## config.mk

```make
export PLATFORM = sky130hd
export DESIGN_NAME = rtc_time_count_trim
export DESIGN_NICKNAME = d
export VERILOG_FILES = /design/src/rtc_trim_pkg.sv /design/src/pin_sync.sv /design/src/rtc_time_count_trim.sv
export VERILOG_INCLUDE_DIRS = /design/src /design/src/src
export SDC_FILE = /design/constraint.sdc
export NUM_CORES = 1
export LEC_CHECK = 0
export ABC_AREA = 1
export BUFFER_PORTS_ARGS = -buffer_cell sky130_fd_sc_hd__buf_2
export CORE_MARGIN = 8
export CORE_UTILIZATION = 42
export DETAILED_ROUTE_END_ITERATION = 12
export MAX_ROUTING_LAYER = met4
export SETUP_SLACK_MARGIN = 0.15
export SYNTH_ARGS = -nofsm -noshare
export SYNTH_HDL_FRONTEND = slang
export SYNTH_HIERARCHICAL = 1
export SYNTH_SLANG_ARGS = --single-unit
```

## constraint.sdc

```tcl
create_clock -name clk -period 8.1 [get_ports clk]
set_input_delay 0.405 -clock clk [delete_from_list [all_inputs] [get_ports clk]]
set_output_delay 0.405 -clock clk [all_outputs]
set_load 0.005 [all_outputs]
```

## src/rtc_trim_defs.svh

```systemverilog
`ifndef RTC_TRIM_DEFS_SVH
`define RTC_TRIM_DEFS_SVH

// register addresses on the internal register port
`define CTRL_ONE_ADDR      4'he
`define TIME_TRIM_ADDR     4'h7
`define TRIM_STATUS_ADDR   4'h8

// reset values
`define CTRL_ONE_RESET     8'h00
`define TIME_TRIM_RESET    8'h00

// field positions
`define TRIM_SEL_BIT       7
`define CTRL_MODE_MSB      2

// control_one low bits selecting 1 Hz pulse mode on the interrupt pin
`define PULSE_1HZ_MODE     3'h3

// oscillator ticks in one nominal second and half of it
`define TICKS_PER_SEC      16'h8000
`define HALF_SEC_TICKS     16'h4000

// correction interval lengths in seconds
`define INTERVAL_FINE      6'h3c
`define INTERVAL_COARSE    6'h14

// correction code landmarks
`define CODE_GAIN_ZERO     7'h01
`define CODE_GAIN_FIRST    7'h02
`define CODE_GAIN_LAST     7'h3f
`define CODE_LOSS_FIRST    7'h42
`define CODE_NEG_BASE      8'h80

`endif

```

## src/rtc_trim_pkg.sv

```systemverilog
package rtc_trim_pkg;

  // trim word as held in the register
  typedef struct packed {
    logic       interval_resolution_select;
    logic [6:0] trim_correction_value;
  } trim_word_t;

  // one access from the serial interface logic
  typedef struct packed {
    logic       wr;
    logic [3:0] addr;
    logic [7:0] wdata;
  } reg_req_t;

endpackage : rtc_trim_pkg

```

## src/pin_sync.sv

```systemverilog
`timescale 1ns/100ps

// two-stage synchronisers for asynchronous pins, plus rising-edge pulses
module pin_sync
(
  // clock and reset
  input  wire logic       clk,
  input  wire logic       resetn,
  // raw pins
  input  wire logic [1:0] pin_in,
  // synchronised levels and rising edges
  output logic      [1:0] level_q,
  output logic      [1:0] rise_q
);

  logic [1:0] meta_q;
  logic [1:0] prev_q;

  genvar i;
  generate
    for (i = 0; i < 2; i++)
    begin : g_bit
      // first stage feeds only the second stage
      always_ff @(posedge clk or negedge resetn)
      begin
        if (!resetn)
        begin
          meta_q[i]  <= 1'b0;
          level_q[i] <= 1'b0;
        end
        else
        begin
          meta_q[i]  <= pin_in[i];
          level_q[i] <= meta_q[i];
        end
      end

      // edge detect on the settled level
      always_ff @(posedge clk or negedge resetn)
      begin
        if (!resetn)
        begin
          prev_q[i] <= 1'b0;
          rise_q[i] <= 1'b0;
        end
        else
        begin
          prev_q[i] <= level_q[i];
          rise_q[i] <= level_q[i] & ~prev_q[i];
        end
      end
    end
  endgenerate

endmodule : pin_sync

```

## src/rtc_time_count_trim.sv

```systemverilog
`timescale 1ns/100ps
`include "rtc_trim_defs.svh"

// Function
// [RQ1] trim word: select bit over seven correction bits
// [RQ2] correction bits are signed, negative as 128-N
// [RQ3] positive codes slow count by distance above 01h
// [RQ4] negative codes speed count by distance below 80h
// [RQ5] codes 0, +1, -64, -63 give no correction
// [RQ6] software keeps fine-mode values within -62 to 63
// [RQ7] one second altered per 20 or 60 seconds
// [RQ8] reference clock output never corrected
// [RQ9] 1 Hz pulse output shows the altered period
// [RQ10] software selects 1 Hz pulse mode for measuring
// [RQ11] software writes neutral trim when load-matched
// [RQ12] host avoids frequent asynchronous access
// [RQ13] power-up flag clears trim and control bits
// [RQ14] trim reads back, applies at interval boundary
module rtc_time_count_trim
  import rtc_trim_pkg::*;
(
  // clock and reset
  input  wire logic       clk,
  input  wire logic       resetn,
  // asynchronous pins: 32.768 kHz oscillator and power-up flag
  input  wire logic       osc_in,
  input  wire logic       power_up_flag,
  // register port from the serial interface logic
  input  wire reg_req_t   reg_req,
  output logic      [7:0] rd_data_q,
  // reference clock, seconds carry and interrupt pin enable
  output logic            reference_clock_out,
  output logic            sec_tick_q,
  output logic            int_oe_n_q
);

  logic [1:0]  sync_level;
  logic [1:0]  sync_rise;
  logic        osc_tick;
  logic        power_clear;
  trim_word_t  trim_q;
  trim_word_t  active_trim_q;
  logic [7:0]  ctrl_one_q;
  logic [15:0] tick_cnt_q;
  logic [15:0] sec_len_d;
  logic [5:0]  sec_in_interval_q;
  logic [5:0]  interval_last;
  logic        last_sec;
  logic        sec_end;
  logic        signed [8:0] delta;

  // ticks added to (positive) or removed from (negative) the corrected second
  function automatic logic signed [8:0] trim_delta(input logic [6:0] code);
    logic [6:0] mag;
    mag        = 7'h00;
    trim_delta = 9'sh000;
    // [RQ3] gain: distance above 01h
    if (code >= `CODE_GAIN_FIRST && code <= `CODE_GAIN_LAST)
    begin
      mag        = code - `CODE_GAIN_ZERO;
      trim_delta = $signed({1'b0, mag, 1'b0});
    end
    // [RQ4] loss: distance below 80h
    else if (code >= `CODE_LOSS_FIRST)
    begin
      mag        = 7'(`CODE_NEG_BASE - {1'b0, code});
      trim_delta = -$signed({1'b0, mag, 1'b0});
    end
    // [RQ5] remaining codes 00h, 01h, 40h, 41h leave the second alone
  endfunction : trim_delta

  // synchronise the oscillator and the power-up flag
  pin_sync u_sync
  (
    .clk     (clk),
    .resetn  (resetn),
    .pin_in  ({power_up_flag, osc_in}),
    .level_q (sync_level),
    .rise_q  (sync_rise)
  );

  assign osc_tick    = sync_rise[0];
  assign power_clear = sync_level[1];

  // [RQ8] reference clock is the bare oscillator, no trim path
  assign reference_clock_out = sync_level[0];

  // trim register: holds the word as written
  always_ff @(posedge clk or negedge resetn)
  begin
    if (!resetn)
      trim_q <= `TIME_TRIM_RESET;
    // [RQ13] power-up clears select and correction bits
    else if (power_clear)
      trim_q <= `TIME_TRIM_RESET;
    // [RQ1] select bit in msb, correction bits below
    else if (reg_req.wr && reg_req.addr == `TIME_TRIM_ADDR)
      trim_q <= reg_req.wdata;
  end

  // control register one
  always_ff @(posedge clk or negedge resetn)
  begin
    if (!resetn)
      ctrl_one_q <= `CTRL_ONE_RESET;
    // [RQ13] power-up also clears control bits
    else if (power_clear)
      ctrl_one_q <= `CTRL_ONE_RESET;
    else if (reg_req.wr && reg_req.addr == `CTRL_ONE_ADDR)
      ctrl_one_q <= reg_req.wdata;
  end

  // registered read data
  always_ff @(posedge clk or negedge resetn)
  begin
    if (!resetn)
      rd_data_q <= 8'h00;
    else
    begin
      unique case (reg_req.addr)
        // [RQ14] last written word reads back
        `TIME_TRIM_ADDR:   rd_data_q <= trim_q;
        `CTRL_ONE_ADDR:    rd_data_q <= ctrl_one_q;
        `TRIM_STATUS_ADDR: rd_data_q <= {active_trim_q.interval_resolution_select, 1'b0, sec_in_interval_q};
        default:           rd_data_q <= 8'h00;
      endcase
    end
  end

  // [RQ7] interval length from the select bit of the word in use
  assign interval_last = (active_trim_q.interval_resolution_select ? `INTERVAL_FINE : `INTERVAL_COARSE)
                         - 6'h01;
  assign last_sec      = (sec_in_interval_q == interval_last);

  // [RQ2] signed decode of the seven correction bits
  assign delta = trim_delta(active_trim_q.trim_correction_value);

  // [RQ7] only the last second of an interval is lengthened or shortened
  assign sec_len_d = last_sec ? (`TICKS_PER_SEC + 16'(delta)) : `TICKS_PER_SEC;
  assign sec_end   = osc_tick && (tick_cnt_q == sec_len_d - 16'h0001);

  // oscillator ticks within the current second
  always_ff @(posedge clk or negedge resetn)
  begin
    if (!resetn)
      tick_cnt_q <= 16'h0000;
    else if (power_clear)
      tick_cnt_q <= 16'h0000;
    else if (sec_end)
      tick_cnt_q <= 16'h0000;
    else if (osc_tick)
      tick_cnt_q <= tick_cnt_q + 16'h0001;
  end

  // seconds within the correction interval
  always_ff @(posedge clk or negedge resetn)
  begin
    if (!resetn)
      sec_in_interval_q <= 6'h00;
    else if (power_clear)
      sec_in_interval_q <= 6'h00;
    else if (sec_end)
      sec_in_interval_q <= last_sec ? 6'h00 : sec_in_interval_q + 6'h01;
  end

  // word in use, refreshed only at an interval boundary
  always_ff @(posedge clk or negedge resetn)
  begin
    if (!resetn)
      active_trim_q <= `TIME_TRIM_RESET;
    else if (power_clear)
      active_trim_q <= `TIME_TRIM_RESET;
    // [RQ14] new value takes effect at next boundary
    else if (sec_end && last_sec)
      active_trim_q <= trim_q;
  end

  // seconds carry pulse to the time count
  always_ff @(posedge clk or negedge resetn)
  begin
    if (!resetn)
      sec_tick_q <= 1'b0;
    else
      sec_tick_q <= sec_end;
  end

  // interrupt pin: low drive for the first HALF_SEC_TICKS ticks of each second in pulse mode
  always_ff @(posedge clk or negedge resetn)
  begin
    if (!resetn)
      int_oe_n_q <= 1'b1;
    // [RQ9] corrected second stretches or shrinks the 1 Hz period
    else if (ctrl_one_q[`CTRL_MODE_MSB:0] == `PULSE_1HZ_MODE)
      int_oe_n_q <= ~(tick_cnt_q < `HALF_SEC_TICKS);
    else
      int_oe_n_q <= 1'b1;
  end

endmodule : rtc_time_count_trim

```

==> results.md, run 1 <==
* Hold Violations, Final at 0
* Io pins at 28
* Commonest cells after routing, fill and taps aside: nand2_1, inv_1, dfrtp_1, nor2_1, nand3_1
* Met1 global-route usage at 20.3%
* Reg clk slew, reported paths at 0.07 ns
* Initial antenna violation count at 0
* Die H at 109 um
* Max incr delay on CP at 0.49 ns
* CP Cell Sequence: inv_2, ha_1, nor2_1, inv_1, nand2_1, o21ai_0, nand3_1, ha_1, nand2_1, nand3_1, nor2_1, nand3_1, nor2_1, nand2_1, nor2_1, nand2_1, nor2_1, nand3_2, nand2_2, nand2_2, nand2_1, nand2_1
* Kind of critical path: flip-flop to flip-flop
* Most common cell after layout, fill and taps aside: nand2_1
* Routed length per placed instance at 12.6 um
* Die X at 109 um
* Critical path capture point type: flip-flop
* Slew HR at 48.9%
* Synth Area per Inst at 7.20 um^2
* Drt drc at 0
* Post_cts resized at 0
* Routed Antenna Nets at 0
* Pint at 552 uW
* GRT Util Overall at 16.0%
* CORE AREA at 0.00859 mm^2
* CTS HTree Levels at 3
* Switching pwr at 159 uW
* Fillers at 878
* Hpwl dp at 6290 um
* Setup Total Neg Slack at 0 ns
* # diodes at 0
* Syn Nets at 533
* Final Max Slew Viols at 0
* Number of I/O port buffers at 27
* Worst Clk Skew at 0.00591 ns
* Global-route wire length before repair at 14800 um
* Setup repair bufs after CTS at 0
* Place WS at 4.41 ns
* Die ar. at 0.0120 mm^2
* Routed vias at 3184
* Vias in the first global route at 3258
* Share of cells above drive strength 1 at 14.2%
* Sw Share at 22.4%
* Total grt overflow at 0
* Max-cap viol count at 0
* Power Density at 171 mW/mm^2
* Met3 Usage GRT at 2.81%
* Area post-placement at 0.00390 mm^2
* Min-delay worst type: input pin to flip-flop
* Critical Path RT at 8.33 ns
* Hold-fix buffers, CTS at 0
* Worst skew pair latency at 0.34 ns
* CP most frequent cell: nand2_1
* Via density at 4.85
* Setup ws final at 4.42 ns
* Gpl congestion at 0.851
* Largest net degree at the start of global routing at 63
* Nets at 567
* Root Buffer: clkbuf_8
* Clock share of power at 48.2%
* Gate power share at 6.3%
* CP max FO at 30
* Row count at 34
* Least-Margin Pin Slew at 0.766 ns
* Number of CTS-inserted buffers at 9
* Post-route cell area at 0.00416 mm^2
* Final worst path period share at 45.4%
* DRT iter0 DRCs at 162
* Final core occ at 48.4%
* Starting density of the core at 42.7%
* Clock buffer depth at 2
* Placed Cells at 641
* Min Clock Period, post-route at 3.68 ns
* Final Non-Filler Cells at 657
* TritonRoute pass-1 iters at 4
* Setup repair after global routing missed its margin: false
* Setup violators final at 0
* Worst vdd ir at 0.125 mV
* Synth warn at 6
* GRT busiest layer: met2
* Post-Syn Instances at 510
* Met2 usage at 24.5%
* Layout area overhead at 13.2%
* Leak at 0.00213 uW
* Post-Route WL at 8270 um
* Slowest CP cell: dfrtp_1
* Fmax at 272 MHz
* Seq pwr share at 45.5%
* Data arrival, critical path at 3.91 ns
* Synthesized cell area at 0.00367 mm^2
* TritonCTS clock tree: yes
* CTS Sinks at 62
* Crit start category: flip-flop
* Status: finished, final reports clean
==> path summary, 6_finish.rpt <==
check | startpoint | endpoint | slack, ns | cells past startpoint
setup / recovery | active_trim_q[0]$_DFFE_PN0P_ | active_trim_q[5]$_DFFE_PN0P_ | 4.42 | 22
hold / removal | power_up_flag | u_sync/meta_q[1]$_DFF_PN0_ | 0.17 | 1
setup reg to reg | active_trim_q[0]$_DFFE_PN0P_ | active_trim_q[5]$_DFFE_PN0P_ | 4.42 | 22
hold reg to reg | u_sync/meta_q[1]$_DFF_PN0_ | u_sync/level_q[1]$_DFF_PN0_ | 0.35 | 0
max in group asynchronous | resetn | tick_cnt_q[12]$_DFFE_PN0P_ | 7.38 | 2
min in group asynchronous | resetn | rd_data_q[6]$_DFF_PN0_ | 0.22 | 2
==> layer usage <==
metal | wire [um] | up-vias
li1 | - | 1678
met1 | 4110 | 1444
met2 | 3840 | 51
met3 | 189 | 11
met4 | 129 | 0
met5 | 0 | -
==> through the flow <==
step | power [uW] | hold WS (ns)
5_1_grt | 741 | 0.148
3_5_place_dp | 375 | 0.335
2_1_floorplan | 357 | 0.109
4_1_cts | 719 | 0.156
3_3_place_gp | 374 | 0.334
6_report | 711 | 0.172
==> area by class of cell <==
type	count	area, um^2	share of cell area, %
clock buffers	11	151	3.64
well taps	108	135	3.25
inverters	79	297	7.13
multi-input cells	363	1770	42.5
repair buffers	29	150	3.61
flip-flops and latches	62	1550	37.4
clock inverters	5	105	2.53
==> worst max-delay path: cells and delay by family (launching register included) <==
| family | cells | cell delay [ns] |
|---|---|---|
| DFF | 1 | 0.49 |
| buffers and inverters | 2 | 0.18 |
| and+or+nand+nor | 17 | 2.07 |
| adders and majority gates | 2 | 0.64 |
| AOI/OAI and AO/OA | 1 | 0.18 |
==> flip-flops by register name (all words and copies together), names as in the netlist <==
name / count
u_sync/meta_q: 2
u_sync/rise_q: 1
sec_tick_q: 1
ctrl_one_q: 8
trim_q: 8
tick_cnt_q: 16
int_oe_n_q: 1
sec_in_interval_q: 6
rd_data_q: 8
u_sync/level_q: 2
u_sync/prev_q: 1
active_trim_q: 8
==> power by group through the flow <==
stage | Clock, uW | Sequential, uW | Combinational (uW)
6_report | 343 | 323 | 45.1
5_1_grt | 364 | 324 | 53.0
4_1_cts | 350 | 323 | 46.0
3_5_place_dp | 0 | 329 | 45.7
3_3_place_gp | 0 | 329 | 44.7
2_1_floorplan | 0 | 327 | 29.7
Note: power is estimated with default switching activity, not from simulation.
==> run 2, diff against run 1 <==
--- a/config.mk
+++ b/config.mk
@@ -6,7 +6,7 @@
 export SDC_FILE = /design/constraint.sdc
 export NUM_CORES = 1
 export LEC_CHECK = 0
-export ABC_AREA = 1
+export ABC_AREA = 0
 export BUFFER_PORTS_ARGS = -buffer_cell sky130_fd_sc_hd__buf_2
 export CORE_MARGIN = 8
 export CORE_UTILIZATION = 42
==> constraint.sdc (replaced) <==
create_clock -name clk -period 3.5 [get_ports clk]
set_input_delay 0.175 -clock clk [delete_from_list [all_inputs] [get_ports clk]]
set_output_delay 0.175 -clock clk [all_outputs]
set_load 0.005 [all_outputs]
==> run 2 against run 1 <==
The flow now finishes with violations (setup timing). Wire length is 11% higher. Utilization is 7.8 points higher. Design area is 11% higher. Clock power is 60% higher. Global-route usage is 0.72 points higher. Area after synthesis is 3.7% lower. Worst hold slack worse by 0.081 ns. Critical endpoint is now sec_in_interval_q[5]$_DFFE_PN0P_.
==> results.md, run 2 <==
* Max reg flops at 16 (unchanged)
* Worst vdd ir at 0.324 mV (was 0.125 mV)
* Synth warn at 6 (unchanged)
* Drt drc at 0 (unchanged)
* Largest net degree at the start of global routing at 40 (was 63)
* Reg clk slew, reported paths at 0.07 ns (about the same)
* Number of CTS-inserted buffers at 9 (unchanged)
* Io pins at 28 (unchanged)
* Min-delay worst type: input pin to flip-flop (unchanged)
* Post-Syn Instances at 393 (was 510)
* Fmax at 285 MHz (was 272 MHz)
* Post-route cell area at 0.00459 mm^2 (was 0.00416 mm^2)
* Min Clock Period, post-route at 3.50 ns (was 3.68 ns)
* Routed length per placed instance at 15.8 um (was 12.6 um)
* Hold Violations, Final at 0 (unchanged)
* Data arrival, critical path at 3.77 ns (was 3.91 ns)
* Share of cells above drive strength 1 at 30.0% (was 14.2%)
* Row count at 33 (was 34)
* GRT Util Overall at 16.7% (was 16.0%)
* Final Max Slew Viols at 0 (unchanged)
* Die H at 108 um (was 109 um)
* # diodes at 0 (unchanged)
* DRT iter0 DRCs at 219 (was 162)
* Via density at 5.55 (was 4.85)
* Synth Area per Inst at 8.99 um^2 (was 7.20 um^2)
* Biggest register: tick_cnt_q (unchanged)
* Hpwl dp at 6380 um (was 6290 um)
* Vias in the first global route at 3235 (was 3258)
* Setup Total Neg Slack at -0.00309 ns (was 0 ns)
* Routed Antenna Nets at 0 (unchanged)
* Root Buffer: clkbuf_8 (unchanged)
* CP max FO at 9 (was 30)
* Post-Route WL at 9200 um (was 8270 um)
* CTS Sinks at 62 (unchanged)
* Most common cell after layout, fill and taps aside: dfrtp_1 (was nand2_1)
* TritonCTS clock tree: yes (unchanged)
* Leak at 0.00202 uW (was 0.00213 uW)
* Clock buffer depth at 2 (unchanged)
* Setup ws final at -0.00309 ns (was 4.42 ns)
* Gpl congestion at 0.988 (was 0.851)
* Failing checks: setup timing
* Starting density of the core at 43.2% (was 42.7%)
* Final hold slack at 0.0910 ns (was 0.172 ns)
* Global-route wire length before repair at 15300 um (was 14800 um)
* Final worst path period share at 100% (was 45.4%)
* Setup violators final at 1 (was 0)
* Power Density at 291 mW/mm^2 (was 171 mW/mm^2)
* Kind of critical path: flip-flop to flip-flop (unchanged)
* Critical path capture point type: flip-flop (unchanged)
* Worst Clk Skew at 0.0131 ns (was 0.00591 ns)
* TritonRoute pass-1 iters at 5 (was 4)
* Nets at 494 (was 567)
* Critical Path RT at 3.77 ns (was 8.33 ns)
* Least-Margin Pin Slew at 0.878 ns (was 0.766 ns)
* Commonest cells after routing, fill and taps aside: dfrtp_1, buf_4, nand3_1, nand2_1, a21oi_1 (was nand2_1, inv_1, dfrtp_1, nor2_1, nand3_1)
* Syn Nets at 416 (was 533)
* Die ar. at 0.0116 mm^2 (was 0.0120 mm^2)
* Crit start category: flip-flop (unchanged)
* Routed vias at 3223 (was 3184)
* Worst skew pair latency at 0.34 ns (about the same)
* Total grt overflow at 0 (unchanged)
* CTS HTree Levels at 3 (unchanged)
* Setup repair after global routing missed its margin: true (was false)
* Layout area overhead at 30.0% (was 13.2%)
* Area post-placement at 0.00411 mm^2 (was 0.00390 mm^2)
* Max-cap viol count at 0 (unchanged)
* CORE AREA at 0.00818 mm^2 (was 0.00859 mm^2)
* Synthesized cell area at 0.00353 mm^2 (was 0.00367 mm^2)
* Slew HR at 41.5% (was 48.9%)
* Die X at 108 um (was 109 um)
* Status: complete, but fails checks (was finished, final reports clean)
* Initial antenna violation count at 0 (unchanged)
* Number of I/O port buffers at 27 (unchanged)
-- run 2: path summary, 6_finish.rpt --
check / start / endpoint / slack [ns] / depth (start not counted)
setup / recovery: active_trim_q[3]$_DFFE_PN0P_ / sec_in_interval_q[5]$_DFFE_PN0P_ / -0.003 / 13
setup reg to reg: active_trim_q[3]$_DFFE_PN0P_ / sec_in_interval_q[5]$_DFFE_PN0P_ / -0.003 / 13
min in group asynchronous: resetn / ctrl_one_q[5]$_DFFE_PN0P_ / 0.49 / 2
hold / removal: reg_req[4] / ctrl_one_q[4]$_DFFE_PN0P_ / 0.09 / 3
max in group asynchronous: resetn / tick_cnt_q[3]$_DFFE_PN0P_ / 2.16 / 3
hold reg to reg: u_sync/meta_q[1]$_DFF_PN0_ / u_sync/level_q[1]$_DFF_PN0_ / 0.35 / 0
-- run 2: where the power goes --
| part | internal [uW] | switching [uW] |
|---|---|---|
| clock | 258 | 290 |
| sequential | 724 | 6.51 |
| combinational | 20.5 | 39.2 |
| total | 1000 | 336 |
-- run 2: area by class of cell --
class                      instances  area (um^2)
multi-input combinational        294         2040
inverter                          15         58.8
clock inverter                     7         50.0
sequential                        62         1550
tap                              105          131
timing repair buffer              89          639
fill                             738         3580
clock buffer                       9          124
-- run 2: worst max-delay path: stages (launching register included) --
cell and delay (ns):
dfrtp_1 0.43, buf_4 0.20, nand3_1 0.20, nor3_2 0.09, or3_4 0.35, a21o_1 0.18, ha_1 0.29, xor2_1 0.16
nand3_1 0.08, or3_4 0.39, a211oi_4 0.27, nand4_4 0.23, or3_4 0.44, a21oi_2 0.13
-- run 2: stage by stage --
stage | instances | util, % | setup slack, ns | power [uW]
6_report | 581 | 56.2 | -0.00309 | 1340
3_5_place_dp | 553 | 50.3 | -0.0627 | 802
3_3_place_gp | 553 | 50.3 | 0.0606 | 801
2_1_floorplan | 393 | - | 0.128 | 765
4_1_cts | 578 | 54.3 | 0.103 | 1360
5_1_grt | 581 | 56.2 | -0.189 | 1390
-- run 2: per-layer routing --
metal  share of wire [%]  wire, um  GRT usage [%]  vias to the layer above
li1                    -         -              -                     1586
met1                  46      4240           20.6                     1541
met2                  49      4480           26.4                       80
met3                 3.3       299           3.23                       16
met4                 2.0       184           6.54                        0
met5                   0         0              -                        -
-- run 2: what timing repair did --
item	in CTS	in global routing
buffers inserted	6	3
setup endpoints to repair	31	31
resized for setup	21	32
hold buffers	3	0
hold endpoints to repair	39	0
pin swaps	9	10
